### config.mk
export PLATFORM = sky130hd
export DESIGN_NAME = feedforward_flux_balance
export DESIGN_NICKNAME = d
export VERILOG_FILES = /design/src/hw/ffwd_fbal_pkg.sv /design/src/hw/feedforward_flux_balance.sv /design/src/hw/half_cycle_store.sv
export SDC_FILE = /design/constraint.sdc
export NUM_CORES = 2
export LEC_CHECK = 0
export ABC_AREA = 0
export BUFFER_PORTS_ARGS = -buffer_cell sky130_fd_sc_hd__buf_4
export CORE_MARGIN = 5
export CORE_UTILIZATION = 50
export DETAILED_ROUTE_END_ITERATION = 8
export PLACE_DENSITY_LB_ADDON = 0.25
export SLEW_MARGIN = 20
export SYNTH_ARGS = -nofsm -noshare
export SYNTH_HDL_FRONTEND = slang
export SYNTH_SLANG_ARGS = --single-unit
export TNS_END_PERCENT = 100
### constraint.sdc
create_clock -name clk -period 21.6 [get_ports clk]
set_input_delay 1.08 -clock clk [delete_from_list [all_inputs] [get_ports clk]]
set_output_delay 1.08 -clock clk [all_outputs]
set_load 0.03 [all_outputs]
### src/hw/ffwd_fbal_pkg.sv
package ffwd_fbal_pkg;

	localparam int DW = 12;
	localparam int AW = 4;

	// Register offsets
	localparam logic [AW-1:0] REG_CTRL      = 4'h0;
	localparam logic [AW-1:0] REG_OVERRIDE  = 4'h1;
	localparam logic [AW-1:0] REG_GAINS     = 4'h2;
	localparam logic [AW-1:0] REG_DCM_THR   = 4'h3;
	localparam logic [AW-1:0] REG_FF_GAIN   = 4'h4;
	localparam logic [AW-1:0] REG_STATUS    = 4'h5;
	localparam logic [AW-1:0] REG_FF_VIN    = 4'h6;
	localparam logic [AW-1:0] REG_TRIM      = 4'h7;
	localparam logic [AW-1:0] REG_ERR       = 4'h8;

	// CTRL fields
	localparam int CTRL_SRC_LSB   = 0;
	localparam int CTRL_LOCK_BIT  = 2;
	localparam int CTRL_TONLY_BIT = 3;
	localparam int CTRL_FB_BIT    = 4;
	localparam int CTRL_VMC_BIT   = 5;

	// GAINS fields
	localparam int GAIN_KP_LSB = 0;
	localparam int GAIN_KI_LSB = 8;

	// Reset values
	localparam logic [31:0] CTRL_RST     = 32'h0000_0000;
	localparam logic [31:0] OVERRIDE_RST = 32'h0000_0000;
	localparam logic [31:0] GAINS_RST    = 32'h0000_0000;
	localparam logic [31:0] DCM_THR_RST  = 32'h0000_0010;
	localparam logic [31:0] FF_GAIN_RST  = 32'h0000_0000;

	// Edge-comparator resolution and controller clock
	localparam int EDGE_RES_PS   = 5000;
	localparam int CLK_PERIOD_PS = 50000;
	localparam int EDGE_SUBTICKS = (CLK_PERIOD_PS + EDGE_RES_PS - 1) / EDGE_RES_PS;

	// Feed-forward transient threshold in input codes
	localparam int FF_STEP_THR = 8;

	typedef enum logic [1:0] {
		SRC_PRIMARY   = 2'h0,
		SRC_SECONDARY = 2'h1,
		SRC_TELEMETRY = 2'h2,
		SRC_OVERRIDE  = 2'h3
	} ffSource_t;

	typedef struct packed {
		logic [DW-1:0] primaryRect;
		logic [DW-1:0] secondaryRect;
		logic [DW-1:0] telemetryVin;
		logic [DW-1:0] vout;
		logic          halfCycleOdd;
		logic          halfCycleEnd;
		logic          rectifiedPulse;
		logic [3:0]    edgeFine;
		logic [DW-1:0] loadCurrent;
	} senseIn_t;

	typedef struct packed {
		logic [15:0] dutyAdjust;
		logic        dutyAdjustValid;
		logic [15:0] evenTrim;
		logic [15:0] oddTrim;
	} pwmOut_t;

	typedef struct packed {
		logic [AW-1:0] addr;
		logic [31:0]   wdata;
		logic          wr;
		logic          rd;
	} regReq_t;

	function automatic logic [15:0] sat16(input logic signed [31:0] v);
		if (v > 32'sd32767)
			return 16'h7FFF;
		else if (v < -32'sd32768)
			return 16'h8000;
		else
			return v[15:0];
	endfunction

endpackage

### src/hw/feedforward_flux_balance.sv
// The register addresses and the strobed register port were left to the implementer.
`timescale 1ns/1ps
// What this block does
// RULE_01 - Feed-forward input from one of four sources
// RULE_02 - Software computes override from input voltage
// RULE_03 - Input transient adjusts duty, bypassing linear loop
// RULE_04 - Writes act at once; volatile storage
// RULE_05 - Measure amplitude and pulse width each cycle
// RULE_06 - Half-cycle volt-second error drives PI trim
// RULE_07 - Balancing only full-bridge, voltage mode, lock set
// RULE_08 - Timing-only select chooses balance method
// RULE_09 - Recommended gains four and twenty-four
// RULE_10 - Suspend balancing below discontinuous-conduction threshold
// RULE_11 - Software keeps enough dead time before rectifier
// RULE_12 - Inactive balancing freezes PI, zero trim
module feedforward_flux_balance
	import ffwd_fbal_pkg::*;
(
	input  wire logic     clk,
	input  wire logic     resetn,
	input  wire regReq_t  regReq,
	output logic [31:0]   rdData,
	input  wire senseIn_t sense,
	output pwmOut_t       pwm
);
	logic     rstSync1, rstn;
	senseIn_t senseS1, senseS2;
	always_ff @(posedge clk or negedge resetn) begin
		if (!resetn) begin
			rstSync1 <= 1'b0;
			rstn     <= 1'b0;
		end else begin
			rstSync1 <= 1'b1;
			rstn     <= rstSync1;
		end
	end

	// Sense pins come from the analog front end; two stages before use
	always_ff @(posedge clk or negedge rstn) begin
		if (!rstn) begin
			senseS1 <= '0;
			senseS2 <= '0;
		end else begin
			senseS1 <= sense;
			senseS2 <= senseS1;
		end
	end

	// Configuration registers, live on write
	logic [31:0] ctrl_q, override_q, gains_q, dcmThr_q, ffGain_q;
	always_ff @(posedge clk or negedge rstn) begin
		if (!rstn) begin
			ctrl_q     <= CTRL_RST;
			override_q <= OVERRIDE_RST;
			gains_q    <= GAINS_RST;
			dcmThr_q   <= DCM_THR_RST;
			ffGain_q   <= FF_GAIN_RST;
		end else if (regReq.wr) begin // RULE_04
			case (regReq.addr)
				REG_CTRL:     ctrl_q     <= regReq.wdata;
				REG_OVERRIDE: override_q <= regReq.wdata; // RULE_02
				REG_GAINS:    gains_q    <= regReq.wdata; // RULE_09
				REG_DCM_THR:  dcmThr_q   <= regReq.wdata;
				REG_FF_GAIN:  ffGain_q   <= regReq.wdata;
				default:      ;
			endcase
		end
	end

	ffSource_t     src;
	logic          lockEn, timeOnly, balActive, dcm;
	logic [7:0]    kp, ki;
	assign src      = ffSource_t'(ctrl_q[CTRL_SRC_LSB +: 2]);
	assign lockEn   = ctrl_q[CTRL_LOCK_BIT];
	assign timeOnly = ctrl_q[CTRL_TONLY_BIT];
	assign kp       = gains_q[GAIN_KP_LSB +: 8];
	assign ki       = gains_q[GAIN_KI_LSB +: 8];

	// Feed-forward source mux
	logic [DW-1:0] ffVin_d, ffVin_q;
	always_comb begin
		case (src) // RULE_01
			SRC_PRIMARY:   ffVin_d = senseS2.primaryRect;
			SRC_SECONDARY: ffVin_d = senseS2.secondaryRect;
			SRC_TELEMETRY: ffVin_d = senseS2.telemetryVin;
			SRC_OVERRIDE:  ffVin_d = override_q[DW-1:0];
			default:       ffVin_d = senseS2.primaryRect;
		endcase
	end

	// Transient detect and duty correction: duty ~ vout/vin, step scaled
	logic signed [DW:0]   vinStep;
	logic                 ffTransient;
	logic signed [31:0]   ffCorr;
	assign vinStep     = $signed({1'b0, ffVin_d}) - $signed({1'b0, ffVin_q});
	assign ffTransient = (vinStep > $signed((DW+1)'(FF_STEP_THR)))
		|| (vinStep < -$signed((DW+1)'(FF_STEP_THR)));
	assign ffCorr = -((32'(vinStep) * $signed({20'h0, senseS2.vout}) * $signed({16'h0,
		ffGain_q[15:0]})) >>> 16);

	// Output fields get flops of their own so that each process owns its bits
	logic [15:0] dutyAdjust_q, evenTrim_q, oddTrim_q;
	logic        dutyValid_q;
	assign pwm = '{dutyAdjust: dutyAdjust_q, dutyAdjustValid: dutyValid_q,
		evenTrim: evenTrim_q, oddTrim: oddTrim_q};

	always_ff @(posedge clk or negedge rstn) begin
		if (!rstn) begin
			ffVin_q      <= '0;
			dutyAdjust_q <= 16'h0000;
			dutyValid_q  <= 1'b0;
		end else begin
			ffVin_q      <= ffVin_d;
			dutyValid_q  <= ffTransient; // RULE_03
			dutyAdjust_q <= ffTransient ? sat16(ffCorr) : 16'h0000; // RULE_03
		end
	end

	// Pulse width in 5 ns units: coarse clock count plus fine edge code
	logic [15:0] pwCount_q;
	logic        pulseDly_q;
	logic [DW-1:0] ampPeak_q;
	always_ff @(posedge clk or negedge rstn) begin
		if (!rstn) begin
			pwCount_q  <= 16'h0000;
			pulseDly_q <= 1'b0;
			ampPeak_q  <= '0;
		end else begin
			pulseDly_q <= senseS2.rectifiedPulse;
			if (senseS2.rectifiedPulse && !pulseDly_q) begin // RULE_05
				pwCount_q <= 16'(EDGE_SUBTICKS);
				ampPeak_q <= senseS2.secondaryRect;
			end else if (senseS2.rectifiedPulse) begin
				pwCount_q <= pwCount_q + 16'(EDGE_SUBTICKS);
				if (senseS2.secondaryRect > ampPeak_q)
					ampPeak_q <= senseS2.secondaryRect;
			end
		end
	end

	// Latched at half-cycle end; the edge fine code refines the width
	logic [15:0] width;
	logic [31:0] product;
	assign width   = pwCount_q + {12'h0, senseS2.edgeFine}; // RULE_05
	assign product = timeOnly ? {16'h0, width} : 32'(width) * 32'({4'h0, ampPeak_q}); // RULE_08

	logic [31:0] evenVs, oddVs;
	logic        oddSeen_q, pairReady_q;
	half_cycle_store #(.W(32)) store (
		.clk   (clk),
		.rstn  (rstn),
		.wrEn  (senseS2.halfCycleEnd),
		.wrSel (senseS2.halfCycleOdd),
		.wrData(product),
		.rdEven(evenVs),
		.rdOdd (oddVs)
	);

	// Odd half-cycle closes the pair; store read lags two cycles
	logic [1:0] pairPipe_q;
	always_ff @(posedge clk or negedge rstn) begin
		if (!rstn) begin
			pairPipe_q <= 2'b00;
			oddSeen_q  <= 1'b0;
		end else begin
			pairPipe_q <= {pairPipe_q[0], senseS2.halfCycleEnd && senseS2.halfCycleOdd};
			// Remembers whether the last closed half-cycle was the odd one
			oddSeen_q  <= senseS2.halfCycleEnd ? senseS2.halfCycleOdd : oddSeen_q;
		end
	end
	assign pairReady_q = pairPipe_q[1];

	// Light load means discontinuous conduction
	assign dcm = senseS2.loadCurrent < dcmThr_q[DW-1:0]; // RULE_10
	assign balActive = lockEn && ctrl_q[CTRL_FB_BIT] && ctrl_q[CTRL_VMC_BIT] && !dcm; // RULE_07

	logic signed [31:0] err_q, integ_q, piOut;
	logic signed [31:0] errNow;
	assign errNow = $signed(evenVs) - $signed(oddVs); // RULE_06
	assign piOut  = ((errNow * $signed({24'h0, kp})) + integ_q) >>> 8;

	always_ff @(posedge clk or negedge rstn) begin
		if (!rstn) begin
			err_q   <= '0;
			integ_q <= '0;
		end else if (pairReady_q && balActive) begin // RULE_12
			err_q   <= errNow;
			integ_q <= integ_q + errNow * $signed({24'h0, ki}); // RULE_06
		end
	end

	// Full PI output to each side, opposite in sign, so the pair moves toward balance
	always_ff @(posedge clk or negedge rstn) begin
		if (!rstn) begin
			evenTrim_q <= 16'h0000;
			oddTrim_q  <= 16'h0000;
		end else if (!balActive) begin
			evenTrim_q <= 16'h0000; // RULE_12
			oddTrim_q  <= 16'h0000; // RULE_12
		end else if (pairReady_q) begin
			evenTrim_q <= sat16(-piOut); // RULE_06
			oddTrim_q  <= sat16(piOut);
		end
	end

	// Read port: data one cycle after strobe
	always_ff @(posedge clk or negedge rstn) begin
		if (!rstn) begin
			rdData <= 32'h0000_0000;
		end else if (regReq.rd) begin
			case (regReq.addr)
				REG_CTRL:     rdData <= ctrl_q;
				REG_OVERRIDE: rdData <= override_q;
				REG_GAINS:    rdData <= gains_q;
				REG_DCM_THR:  rdData <= dcmThr_q;
				REG_FF_GAIN:  rdData <= ffGain_q;
				REG_STATUS:   rdData <= {29'h0, dcm, balActive, oddSeen_q};
				REG_FF_VIN:   rdData <= {20'h0, ffVin_q};
				REG_TRIM:     rdData <= {oddTrim_q, evenTrim_q};
				REG_ERR:      rdData <= err_q;
				default:      rdData <= 32'h0000_0000;
			endcase
		end else begin
			rdData <= 32'h0000_0000;
		end
	end
endmodule // feedforward_flux_balance

### src/hw/half_cycle_store.sv
`timescale 1ns/1ps
// Two-entry store for the last even and odd volt-second products
module half_cycle_store #(
	parameter int W = 32
) (
	input  wire logic         clk,
	input  wire logic         rstn,
	input  wire logic         wrEn,
	input  wire logic         wrSel,
	input  wire logic [W-1:0] wrData,
	output logic      [W-1:0] rdEven,
	output logic      [W-1:0] rdOdd
);
	logic [W-1:0] mem [2];

	always_ff @(posedge clk or negedge rstn) begin
		if (!rstn) begin
			mem[0] <= '0;
			mem[1] <= '0;
		end else if (wrEn) begin
			mem[wrSel] <= wrData;
		end
	end

	always_ff @(posedge clk or negedge rstn) begin
		if (!rstn) begin
			rdEven <= '0;
			rdOdd  <= '0;
		end else begin
			rdEven <= mem[0];
			rdOdd  <= mem[1];
		end
	end
endmodule // half_cycle_store

; Yosys cells after proc, flatten, opt, wreduce, memory -nomap -nowiden
; Cells that the tools add are included.
[word_totals]
ff_bits = 613
in_bits = 107
elab_cells = 123
output_inout_bits = 81
[op_classes]
bitwise_logic = 1
mux = 23
reduce_logical = 20
n_addsub = 8
multipliers = 5
n_eq_ne = 12
n_lt_le_gt_ge = 12
[op_table]
columns = operator, count
row1 = $pmux W32 S9, 1
row2 = $mux W16, 13
row3 = $add A32 B32 Y32, 2
row4 = $bwmux W64, 1
row5 = $gt A32 B16 Y1 const B, 2
row6 = $lt A32 B16 Y1 const B, 2
row7 = $mul A32 B9 Y32, 2
row8 = $mux W32, 2
row9 = $pmux W12 S4, 1
row10 = $mux W12, 3
row11 = $demux W32 S1, 1
row12 = $mul A26 B17 Y32, 1
row13 = $neg A16 Y32, 1
row14 = $neg A24 Y32, 1
row15 = $sub A32 B32 Y32, 1
row16 = $mul A16 B12 Y28, 1
row17 = $mux W28, 1
row18 = $mul A13 B13 Y26, 1
row19 = $gt A24 B16 Y1 const B, 1
row20 = $lt A24 B16 Y1 const B, 1
row21 = $add A16 B4 Y16, 1
row22 = $add A16 B4 Y16 const B, 1
row23 = $eq A4 B3 Y1 const B, 4
row24 = $gt A13 B5 Y1 const B, 1
row25 = other kinds (20), 35

; Depth between registers and ports, before layout
[logic_depth]
depth_word = 10
mapped_depth = 64

; Cells and area by module
; A second synthesis with hierarchy kept.
[unflattened]
cells_unflattened = 6558
area_unflattened_um2 = 65218.8
[by_module_without_submodules]
columns = mod, n_inst, cells_per_inst, area_each_um2, seq_area_each_um2
row1 = feedforward_flux_balance, 1, 6357, 61086.1, 12112.9
row2 = half_cycle_store, 1, 201, 4132.7, 3203.1

; Least setup slack after synthesis
; No wires, ideal clock.
[synth_path]
path_type = flip-flop to flip-flop
from = register ctrl_q[1]
to = register dutyAdjust_q[10]
required_ns = 21.517
path_slack_ns = 6.973
t_arrival_ns = 14.544
path_stages_with_launch = 61
period_less_slack_ns = 14.627
setup_time_ns = 0.083
path_cell_list = dfrtp_1 > clkbuf_1 > buf_1 > mux4_2 > inv_1 > ha_1 > fa_1 > nor2b_1 > o21ai_0 > a21boi_0 > o21ai_0 > a21boi_0 > o21ai_0 > nand2b_1 > a21o_1 > a21o_1 > a31oi_1 > clkbuf_1 > (+25 left out) > inv_1 > fa_1 > inv_1 > ha_1 > a21o_1 > a41oi_4 > o21bai_1 > a21oi_1 > xnor2_1 > nor3b_1 > nand3b_1 > or3_1 > ha_1 > nand2b_1 > o21ai_1 > nand2_1 > clkbuf_1 > o21ai_0
[synth_between]
elab_chain_cells = 10
[synth_lines]
columns = element, line
row1 = from (decl), feedforward_flux_balance.sv:50  ; logic [31:0] ctrl_q, override_q, gains_q, dcmThr_q, ffGain_q;
row2 = from (signal assigned), feedforward_flux_balance.sv:60  ; REG_CTRL: ctrl_q <= regReq.wdata;
row3 = $eq A2 B2 Y1 (tied with other cells), feedforward_flux_balance.sv:82  ; case (src)
row4 = $pmux W12 S4 (*), feedforward_flux_balance.sv:82
row5 = named net ffVin_d[0], feedforward_flux_balance.sv:80  ; logic [DW-1:0] ffVin_d, ffVin_q;
row6 = $sub A12 B12 Y13 (*), feedforward_flux_balance.sv:95  ; assign vinStep = $signed({1'b0, ffVin_d}) - $signed({1'b0, ffVin_q});
row7 = $mul A13 B13 Y26, feedforward_flux_balance.sv:98  ; assign ffCorr = -((32'(vinStep) * $signed({20'h0, senseS2.vout}) * $signed({16'h0,
row8 = $mul A26 B17 Y32, feedforward_flux_balance.sv:98
row9 = $neg A16 Y32, feedforward_flux_balance.sv:98
row10 = $lt A32 B16 Y1, ffwd_fbal_pkg.sv:79  ; else if (v < -32'sd32768)
row11 = $mux W16, ffwd_fbal_pkg.sv:79
row12 = $mux W16, ffwd_fbal_pkg.sv:77  ; if (v > 32'sd32767)
row13 = $mux W16 (*), feedforward_flux_balance.sv:115  ; dutyAdjust_q <= ffTransient ? sat16(ffCorr) : 16'h0000;
row14 = to (signal assigned), feedforward_flux_balance.sv:115
row15 = to (decl), feedforward_flux_balance.sv:102  ; logic [15:0] dutyAdjust_q, evenTrim_q, oddTrim_q;
; The timed path passes the listed nets; every way through them passes the cells marked *.
; A chain may end at the register's enable or synchronous reset.

; Final worst setup path
[layout_path]
from = register ctrl_q[1]
to = register dutyAdjust_q[6]
; The elaborated chain is that of the path after synthesis.

==> flow_summary_export.csv <==
group,metric,value,unit
run_status,status,"finished, final reports clean",
synth,syn_nets,7981,
global_routing,grt-ovfl-total,0,
timing,rsz0062_at_grt,"no",
timing,slew_headroom,18.90,%
timing,hold_viol,0,
critical_path,reg2reg_to,"dutyAdjust_q[6]",
cts,cts.sinks,596,
timing,layout_min_cycle_time,16.65,ns
detailed_routing,drtIter0Drc,3289,
min_path,hold_path.class,"input pin to asynchronous set/reset pin",
critical_path,cp_num_cells,51,
synth,ys_warn_count,0,
final_layout,layout_commonest_cell,"inv_1",
timing,fin_crit_sh,77.09,%
die,num_rows,131,
critical_path,critPathMaxFanout,14,
timing,skew,0.07337,ns
global_routing,grt_pass1_vias,49320,
final_layout,post-route-util,54.70,%
cts,clkSlewWorstSetupHoldPaths,0.06,ns
synth,synth_area,63930,µm²
final_layout,layout-drive-gt1-share,10.75,%
global_routing,grt_pass1_wl,278600,µm
final_layout,multiInputGateArea,43530,µm²
detailed_routing,vias,45930,
timing,max_freq,60.05,MHz
critical_path,r2r_slack,4.95,ns
critical_path,path_class,"register to register",
global_routing,grt.total_usage,26.34,%
cts,cts-root-buf,"clkbuf_16",
final_layout,area_growth,8.964,%
global_routing,grt_max_degree,140,
place,gp_congestion,0.9165,
synth,yosysUniqueCellTypes,102,
timing,worstMarginPinSlew,1.212,ns
critical_path,reg2reg_from,"ctrl_q[1]",
timing,finalSetupViolCount,0,
global_routing,grt_antenna_before_repair,19,
place,port_buffers,187,
die,die_y,367.6,µm
timing,tns,0,ns
critical_path,worst_setup_path_end_kind,"register",
die,core_area,127400,µm²
cts,post_cts_resize_count,0,
final_layout,fill_cells,11270,
cts,holdBufCountCts,0,
critical_path,ff2ff_path_depth,51,
cts,worstSkewPairLatency,0.71,ns
detailed_routing,viasPerCell,5.553,
synth,avgSynthCellArea,9.834,µm²
critical_path,slowest_delay,0.81,ns
detailed_routing,drtPass1Iterations,6,
cts,cts_buffers,73,
die,die_w,367.6,µm
timing,slew_viol_final,0,
synth,synth.area.top_cells,"fa_1 (30%), dfrtp_1 (23%), ha_1 (8.2%)",
place,dpl.hpwl,131400,µm
final_layout,nets,8029,
synth,synthFlopType,"dfrtp_1",
synth,synth_area_leader_cell,"fa_1",
synth,seq_area_frac_synth,23.33,%
synth,syn_inst,6501,
final_layout,regArea,14930,µm²
cts,post_cts_buffers,0,
detailed_routing,ant_nets,0,
cts,cts_max_path_buffers,3,
critical_path,worstSetupStartpointType,"register",
critical_path,cp.buffers_inverters,6,
cts,cts_tree,"yes",
critical_path,cp_top_family,"adder cells",
critical_path,path_common_cell,"fa_1",
critical_path,critPathRequiredTime,22.19,ns
flow_run,maxCapViolations,0,
die,start_util,50.20,%
synth,yosysTopAreaCellShare,29.94,%
critical_path,arrival,17.24,ns
synth,synth_seq_cells,596,
detailed_routing,wirelength,172700,µm
final_layout,layout_common_cells,"inv_1 (1179), fa_1 (956), nand2_1 (814), dfrtp_1 (589), and2_1 (529)",
detailed_routing,wire_per_inst,20.88,µm
synth,synth_edf_count,0,
synth,synthArstFlopShare,100.0,%
cts,htreeDepth,3,
critical_path,cp_slowest_cell,"dfrtp_1",
die,die_area,135100,µm²
detailed_routing,drcViolationCount,0,
die,io_pins,188,
## worst max path at each step
stage | from | end | slack, ns
2_1_floorplan | rstn | ampPeak_q[0] | 3.76
4_1_cts | ctrl_q[1] | dutyAdjust_q[6] | 5.02
6_report | ctrl_q[1] | dutyAdjust_q[6] | 4.95
3_3_place_gp | ctrl_q[1] | dutyAdjust_q[6] | 5.45
3_5_place_dp | ctrl_q[1] | dutyAdjust_q[6] | 5.11
5_1_grt | ctrl_q[1] | dutyAdjust_q[6] | 3.79
## flip-flops by register name, summed over array words and instances (netlist names), 32 cells and up
signal,flops
dcmThr_q,32
rdData,32
override_q,32
gains_q,32
store.mem,56
integ_q,32
err_q,32
ffGain_q,32
senseS1,67
ctrl_q,32
senseS2,67
## metrics by stage
stage / std cells / hold WS (ns) / instance area, µm² / setup slack, ns
after global routing: 8268 / 0.1768 / 69650 / 3.786
after CTS: 8267 / 0.1325 / 69610 / 5.021
final: 8272 / 0.2008 / 69660 / 4.948
after detailed placement: 8135 / 0.3347 / 67090 / 5.113
after floorplan: 6501 / 0.3312 / 63930 / 3.759
after global placement: 8135 / 0.3320 / 67090 / 5.453
## metal layers
layer / part of all wire (%) / up-vias / track usage [%] / wire length (µm)
met5: 0.040 / - / 0 / 69
met3: 7.5 / 357 / 4.961 / 13000
met4: 3.7 / 10 / 9.587 / 6458
met2: 47 / 1543 / 43.26 / 81270
li1: - / 20370 / - / -
met1: 42 / 23650 / 35.07 / 71910
## logic make-up (layout without fill, tap and decap cells)
kind of cell             Yosys count  in the layout  synth area share, %
AO/OA/AOI/OAI                    722            722                7.554
XOR/XNOR                         228            228                3.286
adder cells (fa/ha/maj)         1373           1373                38.10
buffers and inverters           1491           1596                8.827
flip-flops                       596            596                23.33
multiplexers                     270            270                4.887
other                              1              5             0.005866
AND/OR/NAND/NOR                 1820           1820                14.01
## synthesized netlist by cell type (all sizes together) (24+ instances only)
cell    count
a21oi     158
nand2b     46
a221oi     34
a22oi      28
buf        34
nand3      48
a211oi     24
mux2i      44
a21o       70
nor2b      57
and2      529
fa        956
nor2      144
dfrtp     595
inv      1179
xnor2     146
nor3       64
mux2      214
nand2     818
clkbuf    278
ha        417
xor2       75
o21ai     210
## area by class of cell
| type | count | area share (%) |
|---|---|---|
| timing repair buffer | 285 | 3.123 |
| clock inverter | 36 | 0.6807 |
| clock buffer | 96 | 2.933 |
| multi-input combinational | 4414 | 62.48 |
| antenna | 4 | 0.01437 |
| inverter | 1179 | 6.353 |
| sequential | 596 | 21.43 |
| tap | 1662 | 2.985 |
Power is not shown: default switching activity piles up to over one toggle a cycle in this logic, so the estimate is an artifact.
